### src/logic/dsc_pkg.sv
// constants, types and register map of the drive startup configuration loader
package dsc_pkg;
    localparam int unsigned CLK_HZ = 40_000_000;
    localparam int unsigned HALL_HOLD_MS = 1000;
    localparam int unsigned HALL_HOLD_CYC = (CLK_HZ / 1000) * HALL_HOLD_MS;
    localparam int unsigned BLINK_MS = 100;
    localparam int unsigned BLINK_CYC = (CLK_HZ / 1000) * BLINK_MS;
    localparam logic [15:0] NV_AUTORUN_ADDR = 16'h2000;
    localparam logic [15:0] NV_AUTORUN_OFF = 16'h0001;
    localparam logic [7:0] ID_DEFAULT = 8'hFF;
    localparam logic [7:0] ID_BASE = 8'h01;
    localparam logic [15:0] ALIAS_NONE = 16'h0000;
    localparam int unsigned MERR_SETUP_BIT = 2;
    localparam int unsigned RESET_STORM_CNT = 3;
    // register byte addresses
    localparam logic [7:0] ADDR_CTRL = 8'h00;
    localparam logic [7:0] ADDR_SWID = 8'h04;
    localparam logic [7:0] ADDR_STAT = 8'h08;
    localparam logic [7:0] ADDR_NODE = 8'h0C;
    localparam logic [7:0] ADDR_ALIAS = 8'h10;
    localparam logic [7:0] ADDR_MERR = 8'h14;
    localparam logic [7:0] ADDR_IRQ_ST = 8'h18;
    localparam logic [7:0] ADDR_IRQ_MSK = 8'h1C;
    localparam logic [7:0] ADDR_NV_WADDR = 8'h20;
    localparam logic [7:0] ADDR_NV_WDATA = 8'h24;
    // control bits
    localparam int unsigned CTRL_HW_ID = 0;
    localparam int unsigned CTRL_ETH_VAR = 1;
    localparam int unsigned CTRL_NODE_ADDR = 2;
    localparam int unsigned CTRL_PROG_VALID = 3;
    localparam int unsigned CTRL_SETUP_VALID = 4;
    // interrupt bits
    localparam int unsigned IRQ_W = 4;
    localparam int unsigned IRQ_CONFIG_DONE = 0;
    localparam int unsigned IRQ_AUTORUN = 1;
    localparam int unsigned IRQ_SETUP_INV = 2;
    localparam int unsigned IRQ_RESET_STORM = 3;

    typedef enum logic [2:0] {
        DSC_SAMPLE = 3'b000,
        DSC_HALL_WAIT = 3'b001,
        DSC_DECIDE = 3'b010,
        DSC_WAIT_MOT = 3'b011,
        DSC_RUN = 3'b100,
        DSC_SLAVE = 3'b101
    } dsc_state_t;
endpackage

### src/logic/dsc_id_calc.sv
// switch code to node identifier arithmetic
module dsc_id_calc
    import dsc_pkg::*;
(
    // switch inputs
    input wire logic [3:0] bank_i,
    input wire logic msb_i,
    input wire logic eth_i,
    input wire logic [1:0] axis_pos_i,
    // result
    output logic [7:0] id_o
);
    logic [4:0] code;
    always_comb begin
        code = {eth_i & msb_i, bank_i};
        id_o = ID_BASE + {code, 3'b000} + {6'b0, axis_pos_i};
    end
endmodule

### src/logic/dsc_blink.sv
// fault blink generator for the ready and error indicators
module dsc_blink
    import dsc_pkg::*;
#(
    parameter int unsigned PERIOD = BLINK_CYC
) (
    // clock and reset
    input wire logic clk_i,
    input wire logic rst_i,
    // control
    input wire logic en_i,
    output logic on_o
);
    typedef struct packed {
        logic [31:0] cnt;
        logic on;
    } dsc_blink_t;
    dsc_blink_t s_q, s_d;
    always_comb begin
        s_d = s_q;
        if (!en_i) begin
            s_d.cnt = '0;
            s_d.on = 1'b0;
        end else if (s_q.cnt >= PERIOD - 1) begin
            s_d.cnt = '0;
            s_d.on = ~s_q.on;
        end else begin
            s_d.cnt = s_q.cnt + 32'h1;
        end
    end
    always_ff @(posedge clk_i) begin
        if (rst_i) s_q <= '0;
        else s_q <= s_d;
    end
    assign on_o = s_q.on;
endmodule

### src/logic/dsc_top.sv
// drive startup configuration loader with wishbone registers
//
// Added by the designer: the register offsets and the Wishbone register port.
module dsc_top
    import dsc_pkg::*;
#(
    parameter int unsigned HALL_CYC = HALL_HOLD_CYC,
    parameter int unsigned BLINK_PER = BLINK_CYC,
    parameter int unsigned HALL_W = 3
) (
    // clock and reset
    input wire logic clk_i,
    input wire logic rst_i,
    // wishbone slave
    input wire logic wb_cyc_i,
    input wire logic wb_stb_i,
    input wire logic wb_we_i,
    input wire logic [7:0] wb_adr_i,
    input wire logic [3:0] wb_sel_i,
    input wire logic [31:0] wb_dat_i,
    output logic [31:0] wb_dat_o,
    output logic wb_ack_o,
    // switches and sensors
    input wire logic [3:0] node_id_switch_bank_i,
    input wire logic protocol_or_id_msb_switch_i,
    input wire logic [1:0] axis_pos_i,
    input wire logic [HALL_W-1:0] hall_i,
    input wire logic motor_supply_ok_i,
    input wire logic setup_corrupt_i,
    // status outputs
    output logic [7:0] node_identifier_o,
    output logic vendor_can_protocol_mode_o,
    output logic lss_inactive_o,
    output logic [15:0] station_alias_o,
    output logic program_start_o,
    output logic slave_mode_o,
    output logic ready_led_o,
    output logic error_led_o,
    output logic irq_o
);
    typedef struct packed {
        dsc_state_t st;
        logic [3:0] bank;
        logic msb;
        logic [7:0] sw_id;
        logic [4:0] ctrl;
        logic [7:0] node;
        logic [15:0] alias_val;
        logic vendor;
        logic lss_off;
        logic setup_inv;
        logic prog_ok;
        logic start;
        logic slave;
        logic [31:0] hall_cnt;
        logic [1:0] storm;
        logic [15:0] merr;
        logic [IRQ_W-1:0] irq_st;
        logic [IRQ_W-1:0] irq_msk;
        logic [15:0] nv_addr;
        logic ack;
        logic [31:0] rdat;
    } dsc_state_s_t;

    dsc_state_s_t s_q, s_d;
    logic [7:0] hw_id;
    logic blink;

    dsc_id_calc u_id (
        .bank_i(s_q.bank),
        .msb_i(s_q.msb),
        .eth_i(s_q.ctrl[CTRL_ETH_VAR]),
        .axis_pos_i(axis_pos_i),
        .id_o(hw_id)
    );

    dsc_blink #(.PERIOD(BLINK_PER)) u_blink (
        .clk_i(clk_i),
        .rst_i(rst_i),
        .en_i(s_q.storm == RESET_STORM_CNT[1:0]),
        .on_o(blink)
    );

    function automatic logic [31:0] wmask(input logic [3:0] sel);
        wmask = {{8{sel[3]}}, {8{sel[2]}}, {8{sel[1]}}, {8{sel[0]}}};
    endfunction

    logic req;
    logic [31:0] wm;
    logic [31:0] wd;
    logic [IRQ_W-1:0] ev;
    logic [7:0] chosen;
    logic sw_id_ok;

    always_comb begin
        s_d = s_q;
        ev = '0;
        req = wb_cyc_i & wb_stb_i & ~s_q.ack;
        wm = wmask(wb_sel_i);
        wd = wb_dat_i & wm;
        sw_id_ok = (s_q.sw_id != 8'h00);
        chosen = (s_q.ctrl[CTRL_HW_ID] || s_q.setup_inv) ? hw_id : (sw_id_ok ? s_q.sw_id : ID_DEFAULT);
        s_d.start = 1'b0;
        case (s_q.st)
            DSC_SAMPLE: begin
                // one-shot capture of bank and msb; axis_pos_i is still read live until DSC_DECIDE latches the node
                s_d.bank = node_id_switch_bank_i;
                s_d.msb = protocol_or_id_msb_switch_i;
                s_d.hall_cnt = '0;
                s_d.st = DSC_HALL_WAIT;
            end
            DSC_HALL_WAIT: begin
                if (hall_i != '0) begin
                    s_d.st = DSC_DECIDE;
                end else if (s_q.hall_cnt >= HALL_CYC - 1) begin
                    s_d.setup_inv = 1'b1;
                    s_d.merr[MERR_SETUP_BIT] = 1'b1;
                    ev[IRQ_SETUP_INV] = 1'b1;
                    s_d.slave = 1'b1;
                    s_d.st = DSC_DECIDE;
                end else begin
                    s_d.hall_cnt = s_q.hall_cnt + 32'h1;
                end
            end
            DSC_DECIDE: begin
                if (!s_q.ctrl[CTRL_SETUP_VALID]) begin
                    s_d.setup_inv = 1'b1;
                    s_d.merr[MERR_SETUP_BIT] = 1'b1;
                end
                s_d.node = chosen;
                s_d.vendor = ~s_q.ctrl[CTRL_ETH_VAR] & s_q.msb;
                s_d.lss_off = ~s_q.ctrl[CTRL_ETH_VAR] & ~s_q.msb & (chosen == ID_DEFAULT);
                if (s_q.ctrl[CTRL_ETH_VAR] && s_q.ctrl[CTRL_NODE_ADDR]) begin
                    s_d.alias_val = (chosen == ID_DEFAULT) ? ALIAS_NONE : {8'h00, chosen};
                end
                s_d.prog_ok = s_q.prog_ok & s_q.ctrl[CTRL_PROG_VALID];
                ev[IRQ_CONFIG_DONE] = 1'b1;
                if (s_q.slave || !s_d.prog_ok || !s_d.vendor) begin
                    s_d.slave = 1'b1;
                    s_d.st = DSC_SLAVE;
                end else begin
                    s_d.st = DSC_WAIT_MOT;
                end
            end
            DSC_WAIT_MOT: begin
                if (!s_q.prog_ok) begin
                    s_d.slave = 1'b1;
                    s_d.st = DSC_SLAVE;
                end else if (motor_supply_ok_i) begin
                    s_d.start = 1'b1;
                    ev[IRQ_AUTORUN] = 1'b1;
                    s_d.st = DSC_RUN;
                end
            end
            DSC_RUN: s_d.st = DSC_RUN;
            DSC_SLAVE: s_d.st = DSC_SLAVE;
            default: s_d.st = DSC_SAMPLE;
        endcase
        // repeated corrupt-table resets drive the twin blink
        if (setup_corrupt_i && s_q.storm != RESET_STORM_CNT[1:0]) begin
            s_d.storm = s_q.storm + 2'h1;
        end
        if (setup_corrupt_i) ev[IRQ_RESET_STORM] = 1'b1;
        s_d.ack = req;
        if (req && wb_we_i) begin
            case (wb_adr_i)
                ADDR_CTRL: s_d.ctrl = (s_q.ctrl & ~wm[4:0]) | wd[4:0];
                ADDR_SWID: s_d.sw_id = (s_q.sw_id & ~wm[7:0]) | wd[7:0];
                // a bit raised in this very cycle survives the clear
                ADDR_MERR: s_d.merr = (s_q.merr & ~wd[15:0]) | (s_d.merr & ~s_q.merr);
                ADDR_IRQ_MSK: s_d.irq_msk = (s_q.irq_msk & ~wm[IRQ_W-1:0]) | wd[IRQ_W-1:0];
                ADDR_IRQ_ST: s_d.irq_st = s_q.irq_st & ~wd[IRQ_W-1:0];
                ADDR_NV_WADDR: s_d.nv_addr = (s_q.nv_addr & ~wm[15:0]) | wd[15:0];
                ADDR_NV_WDATA: begin
                    if (s_q.nv_addr == NV_AUTORUN_ADDR && wd[15:0] == NV_AUTORUN_OFF && wm[15:0] == 16'hFFFF) begin
                        s_d.prog_ok = 1'b0;
                    end
                end
                default: ;
            endcase
        end
        // set wins over clear
        s_d.irq_st = s_d.irq_st | ev;
        s_d.rdat = '0;
        if (req && !wb_we_i) begin
            case (wb_adr_i)
                ADDR_CTRL: s_d.rdat = {27'h0, s_q.ctrl};
                ADDR_SWID: s_d.rdat = {24'h0, s_q.sw_id};
                ADDR_STAT: s_d.rdat = {23'h0, s_q.storm, s_q.prog_ok, s_q.setup_inv, s_q.slave, s_q.st, s_q.msb};
                ADDR_NODE: s_d.rdat = {18'h0, s_q.bank, s_q.lss_off, s_q.vendor, s_q.node};
                ADDR_ALIAS: s_d.rdat = {16'h0, s_q.alias_val};
                ADDR_MERR: s_d.rdat = {16'h0, s_q.merr};
                ADDR_IRQ_ST: s_d.rdat = {28'h0, s_q.irq_st};
                ADDR_IRQ_MSK: s_d.rdat = {28'h0, s_q.irq_msk};
                ADDR_NV_WADDR: s_d.rdat = {16'h0, s_q.nv_addr};
                default: s_d.rdat = '0;
            endcase
        end
    end

    always_ff @(posedge clk_i) begin
        if (rst_i) begin
            s_q <= '0;
            s_q.st <= DSC_SAMPLE;
            s_q.sw_id <= ID_DEFAULT;
            s_q.node <= ID_DEFAULT;
            s_q.ctrl <= 5'((1 << CTRL_PROG_VALID) | (1 << CTRL_SETUP_VALID));
            s_q.prog_ok <= 1'b1;
        end else begin
            s_q <= s_d;
        end
    end

    assign wb_dat_o = s_q.rdat;
    assign wb_ack_o = s_q.ack;
    assign node_identifier_o = s_q.node;
    assign vendor_can_protocol_mode_o = s_q.vendor;
    assign lss_inactive_o = s_q.lss_off;
    assign station_alias_o = s_q.alias_val;
    assign program_start_o = s_q.start;
    assign slave_mode_o = s_q.slave;
    assign ready_led_o = blink;
    assign error_led_o = blink;
    assign irq_o = |(s_q.irq_st & s_q.irq_msk);
endmodule

### config.mk
export PLATFORM = sky130hd
export DESIGN_NAME = dsc_top
export DESIGN_NICKNAME = d
export VERILOG_FILES = /design/src/logic/dsc_pkg.sv /design/src/logic/dsc_id_calc.sv /design/src/logic/dsc_blink.sv /design/src/logic/dsc_top.sv
export SDC_FILE = /design/constraint.sdc
export NUM_CORES = 1
export LEC_CHECK = 0
export ABC_AREA = 1
export BUFFER_PORTS_ARGS = -buffer_cell sky130_fd_sc_hd__buf_2
export CAP_MARGIN = 15
export CORE_MARGIN = 2
export CORE_UTILIZATION = 35
export DETAILED_ROUTE_END_ITERATION = 8
export PLACE_DENSITY = 0.59
export SYNTH_ARGS = -nofsm -noshare
export SYNTH_HDL_FRONTEND = slang
export SYNTH_SLANG_ARGS = --single-unit
### constraint.sdc
create_clock -name clk_i -period 3.9 [get_ports clk_i]
set_clock_uncertainty 0.05 [all_clocks]
set_input_delay 0 -clock clk_i [delete_from_list [all_inputs] [get_ports clk_i]]
set_output_delay 0 -clock clk_i [all_outputs]
set_load 0.01 [all_outputs]
==> summary.txt <==
Timing
  – Hold slack: 0.02769 ns
  – Worst-Margin Slew: 0.8771 ns
  – RSZ-0062 raised after global routing: no
  – Min cycle time layout: 2.410 ns
  – Total negative slack: 0 ns
  – Final Cycle Share: 61.79%
  – Fmax achieved: 415.0 MHz
  – Endpoints failing hold: 0
  – Endpoints failing setup: 0
  – Slew HR: 41.36%
  – Fin. max-slew vios: 0

Pwr
  – P_leak: 0.004003 uW
  – VDD IR max: 0.2382 mV
  – P per Cell Area: 407.5 nW/um2

Floorplan
  – Starting density of the core: 35.61%
  – I/O pin total: 125
  – DIE AREA: 25940 um2
  – Chip height: 161.1 um
  – Core area: 24250 um2
  – FP Rows: 57
  – Die X-Extent: 161.1 um

Critical path
  – CP Data Required Time: 4.14 ns
  – Worst path cell trace: ha_1, nand2_1, inv_1, nand2_2, nor2_4, nand2_1, nand2_1, nand2_2, nand3_4, nand2_4, nand2_1, a21oi_1
  – Crit path arrival time: 2.65 ns
  – Crit path launch type: flop
  – Worst-path maximum fanout: 32
  – Worst path bufs/invs: 1
  – Max stage delay on crit path: 0.41 ns
  – Worst Setup End Kind: flop
  – R2r setup slk: 1.49 ns
  – Most frequent CP cell: nand2_1
  – Crit path kind: flop to flop
  – Worst R2R Path Depth: 12
  – Slowest-stage cell, CP: dfxtp_1
  – Crit-path leading delay family: simple AND/OR/NAND/NOR gates
  – FF-to-FF End: s_q[99]
  – Reg2reg start: s_q[75]

Synthesis
  – Top FF cell, synth: dfxtp_1
  – Sequential area share after synthesis: 38.72%
  – Post-synth top area share: 38.72%
  – Number of synthesized flops with an enable pin: 0
  – Synth Warn #: 0
  – Mapped Cells: 1229
  – Mapped cell area: 8635 um2
  – Cell taking the most area after synthesis: dfxtp_1
  – Syn_area_per_cell: 7.026 um2
  – Top cells by area, synth: dfxtp_1 39%, nand2_1 12%, nor2_1 8.1%
  – Netlist cell types: 49
  – Yosys reg bits: 167
  – Ys async rst share: 0%

Finish
  – Post-layout util: 40.69%
  – Commonest non-fill, non-tap cell in the layout: nand2_1
  – P&R area growth vs syn: 14.26%
  – Most frequent cells in the layout: 267 x nand2_1, 187 x nor2_1, 167 x dfxtp_1
  – Ant. Diodes: 0
  – Layout cells sized above 1: 14.07%
  – Final Cell Area: 9866 um2
  – Final nets: 1367

Min path
  – Hold Path Class: input pin to flop
  – Hold Path Stages: 4
  – Hold Startpoint: wb_adr_i[3]

Drt
  – Detailed Route WL: 23840 um
  – DRT Pass-1 Iters: 5
  – Via density per instance: 4.824
  – Initial drt markers: 660
  – # DRC: 0
  – WL/cell: 14.54 um
  – Final ANT Viol Nets: 0
  – Via count: 7906

CTS
  – CTS sink cnt: 167
  – Total CTS buffers: 17
  – Clk_lat worst skew: 0.43 ns
  – H-tree Lvls: 4
  – Setup bufs post-CTS: 0
  – CTS root buffer: clkbuf_16
  – CTS tree: yes
  – CTS clk-pin slew, worst paths: 0.07 ns
  – Post-CTS sizing: 0
  – Clock Tree Buf Depth: 2

Placement
  – GP Congestion: 0.9002
  – PortBufs: 82
  – Dpl hpwl: 17470 um
  – DP Area: 8952 um2

Global routing
  – GRT Util Overall: 18.52%
  – First-pass GRT wire length: 38290 um
  – Total grt overflow: 0
  – Vias in the first global route: 7301
  – Initial antenna violation count: 0
  – Largest net degree at the start of global routing: 39

Status
  – Status: finished, final reports clean

Job
  – Maxcap violations: 0
## final cells by class
class / instances / area, um2
multi-input cells: 868 / 4272
clock buffers: 17 / 425.4
well taps: 324 / 405.4
repair buffers: 117 / 750.7
flip-flops and latches: 167 / 3343
inverters: 131 / 491.7
clock inverters: 15 / 177.7
fillers: 2580 / 14380
## cell families (layout without fill, tap and decap cells)
kind of cell               after synthesis  count (layout)  share of synthesized area (%)
AOI/OAI and AO/OA                      192             192                          13.01
xor gates and xnor gates                27              27                          2.739
adders and majority gates                4               4                         0.5796
buffers and inverters                  227             280                          13.24
DFF                                    167             167                          38.72
other                                    1              34                        0.04343
and+or+nand+nor                        611             611                          31.66
## Yosys cell counts, types with 2 or more instances
cell	count
nor2_2	8
o21ai_0	46
buf_8	3
inv_1	112
ha_1	4
buf_2	14
nor2_1	187
nand3b_1	2
xnor2_1	11
nand2_1	267
nor3_2	9
buf_6	2
buf_4	60
o21ai_1	3
o311ai_1	7
nand2_4	2
nor2_4	10
o211ai_1	19
a221oi_1	4
a21oi_1	86
a22o_1	4
buf_1	2
o22ai_1	8
inv_2	18
nor3b_1	2
a21oi_2	3
nor3_1	18
xor2_1	16
nand4_1	12
nor4_1	8
o311ai_0	6
a22oi_1	2
nand3_2	6
dfxtp_1	167
nand2_2	7
clkbuf_1	15
nand3_1	67
## repair_timing
| item | in CTS | in global routing |
|---|---|---|
| hold buffers | 31 | 0 |
| endpoints found under the hold margin | 63 | 0 |
| endpoints found under the setup margin | 0 | 0 |
## metrics by stage
step	instances	power (uW)	setup WS, ns
after floorplan	1262	2215	2.181
after global placement	1576	2316	1.524
after detailed placement	1576	2317	1.522
after CTS	1639	4052	1.506
after global routing	1639	4185	1.297
final	1639	4020	1.490
## per-layer routing
layer	vias to the layer above	GRT usage, %	share of wire [%]
li1	4043	-	-
met1	3611	25.91	47
met2	233	29.56	46
met3	19	3.364	5.6
met4	0	4.667	1.2
met5	-	0	0
## power breakdown
| group | total [uW] | internal, uW | switching [uW] | leakage (uW) |
|---|---|---|---|---|
| logic | 493 | 141 | 352 | 0.00236 |
| clock network | 1720 | 919 | 796 | 0.000290 |
| registers | 1810 | 1760 | 48.0 | 0.00135 |
| total | 4020 | 2820 | 1200 | 0.00400 |
## tightest hold or removal path, delay by kind of cell
kind	cells	cell delay, ns
simple gates	1	0.16
compound gates	1	0.16
buf+inv	2	0.12
## how the worst max path moves through the flow
| stage | startpoint | end | slack [ns] | cells after the start |
|---|---|---|---|---|
| floorplan | s_q[75] | s_q[96] | 2.18 | 13 |
| global placement | s_q[75] | s_q[95] | 1.52 | 12 |
| detailed placement | s_q[75] | s_q[98] | 1.52 | 12 |
| CTS | s_q[75] | s_q[95] | 1.51 | 12 |
| global route | s_q[75] | s_q[97] | 1.30 | 12 |
| finish | s_q[75] | s_q[99] | 1.49 | 12 |
Note: power is estimated with default switching activity, not from simulation.
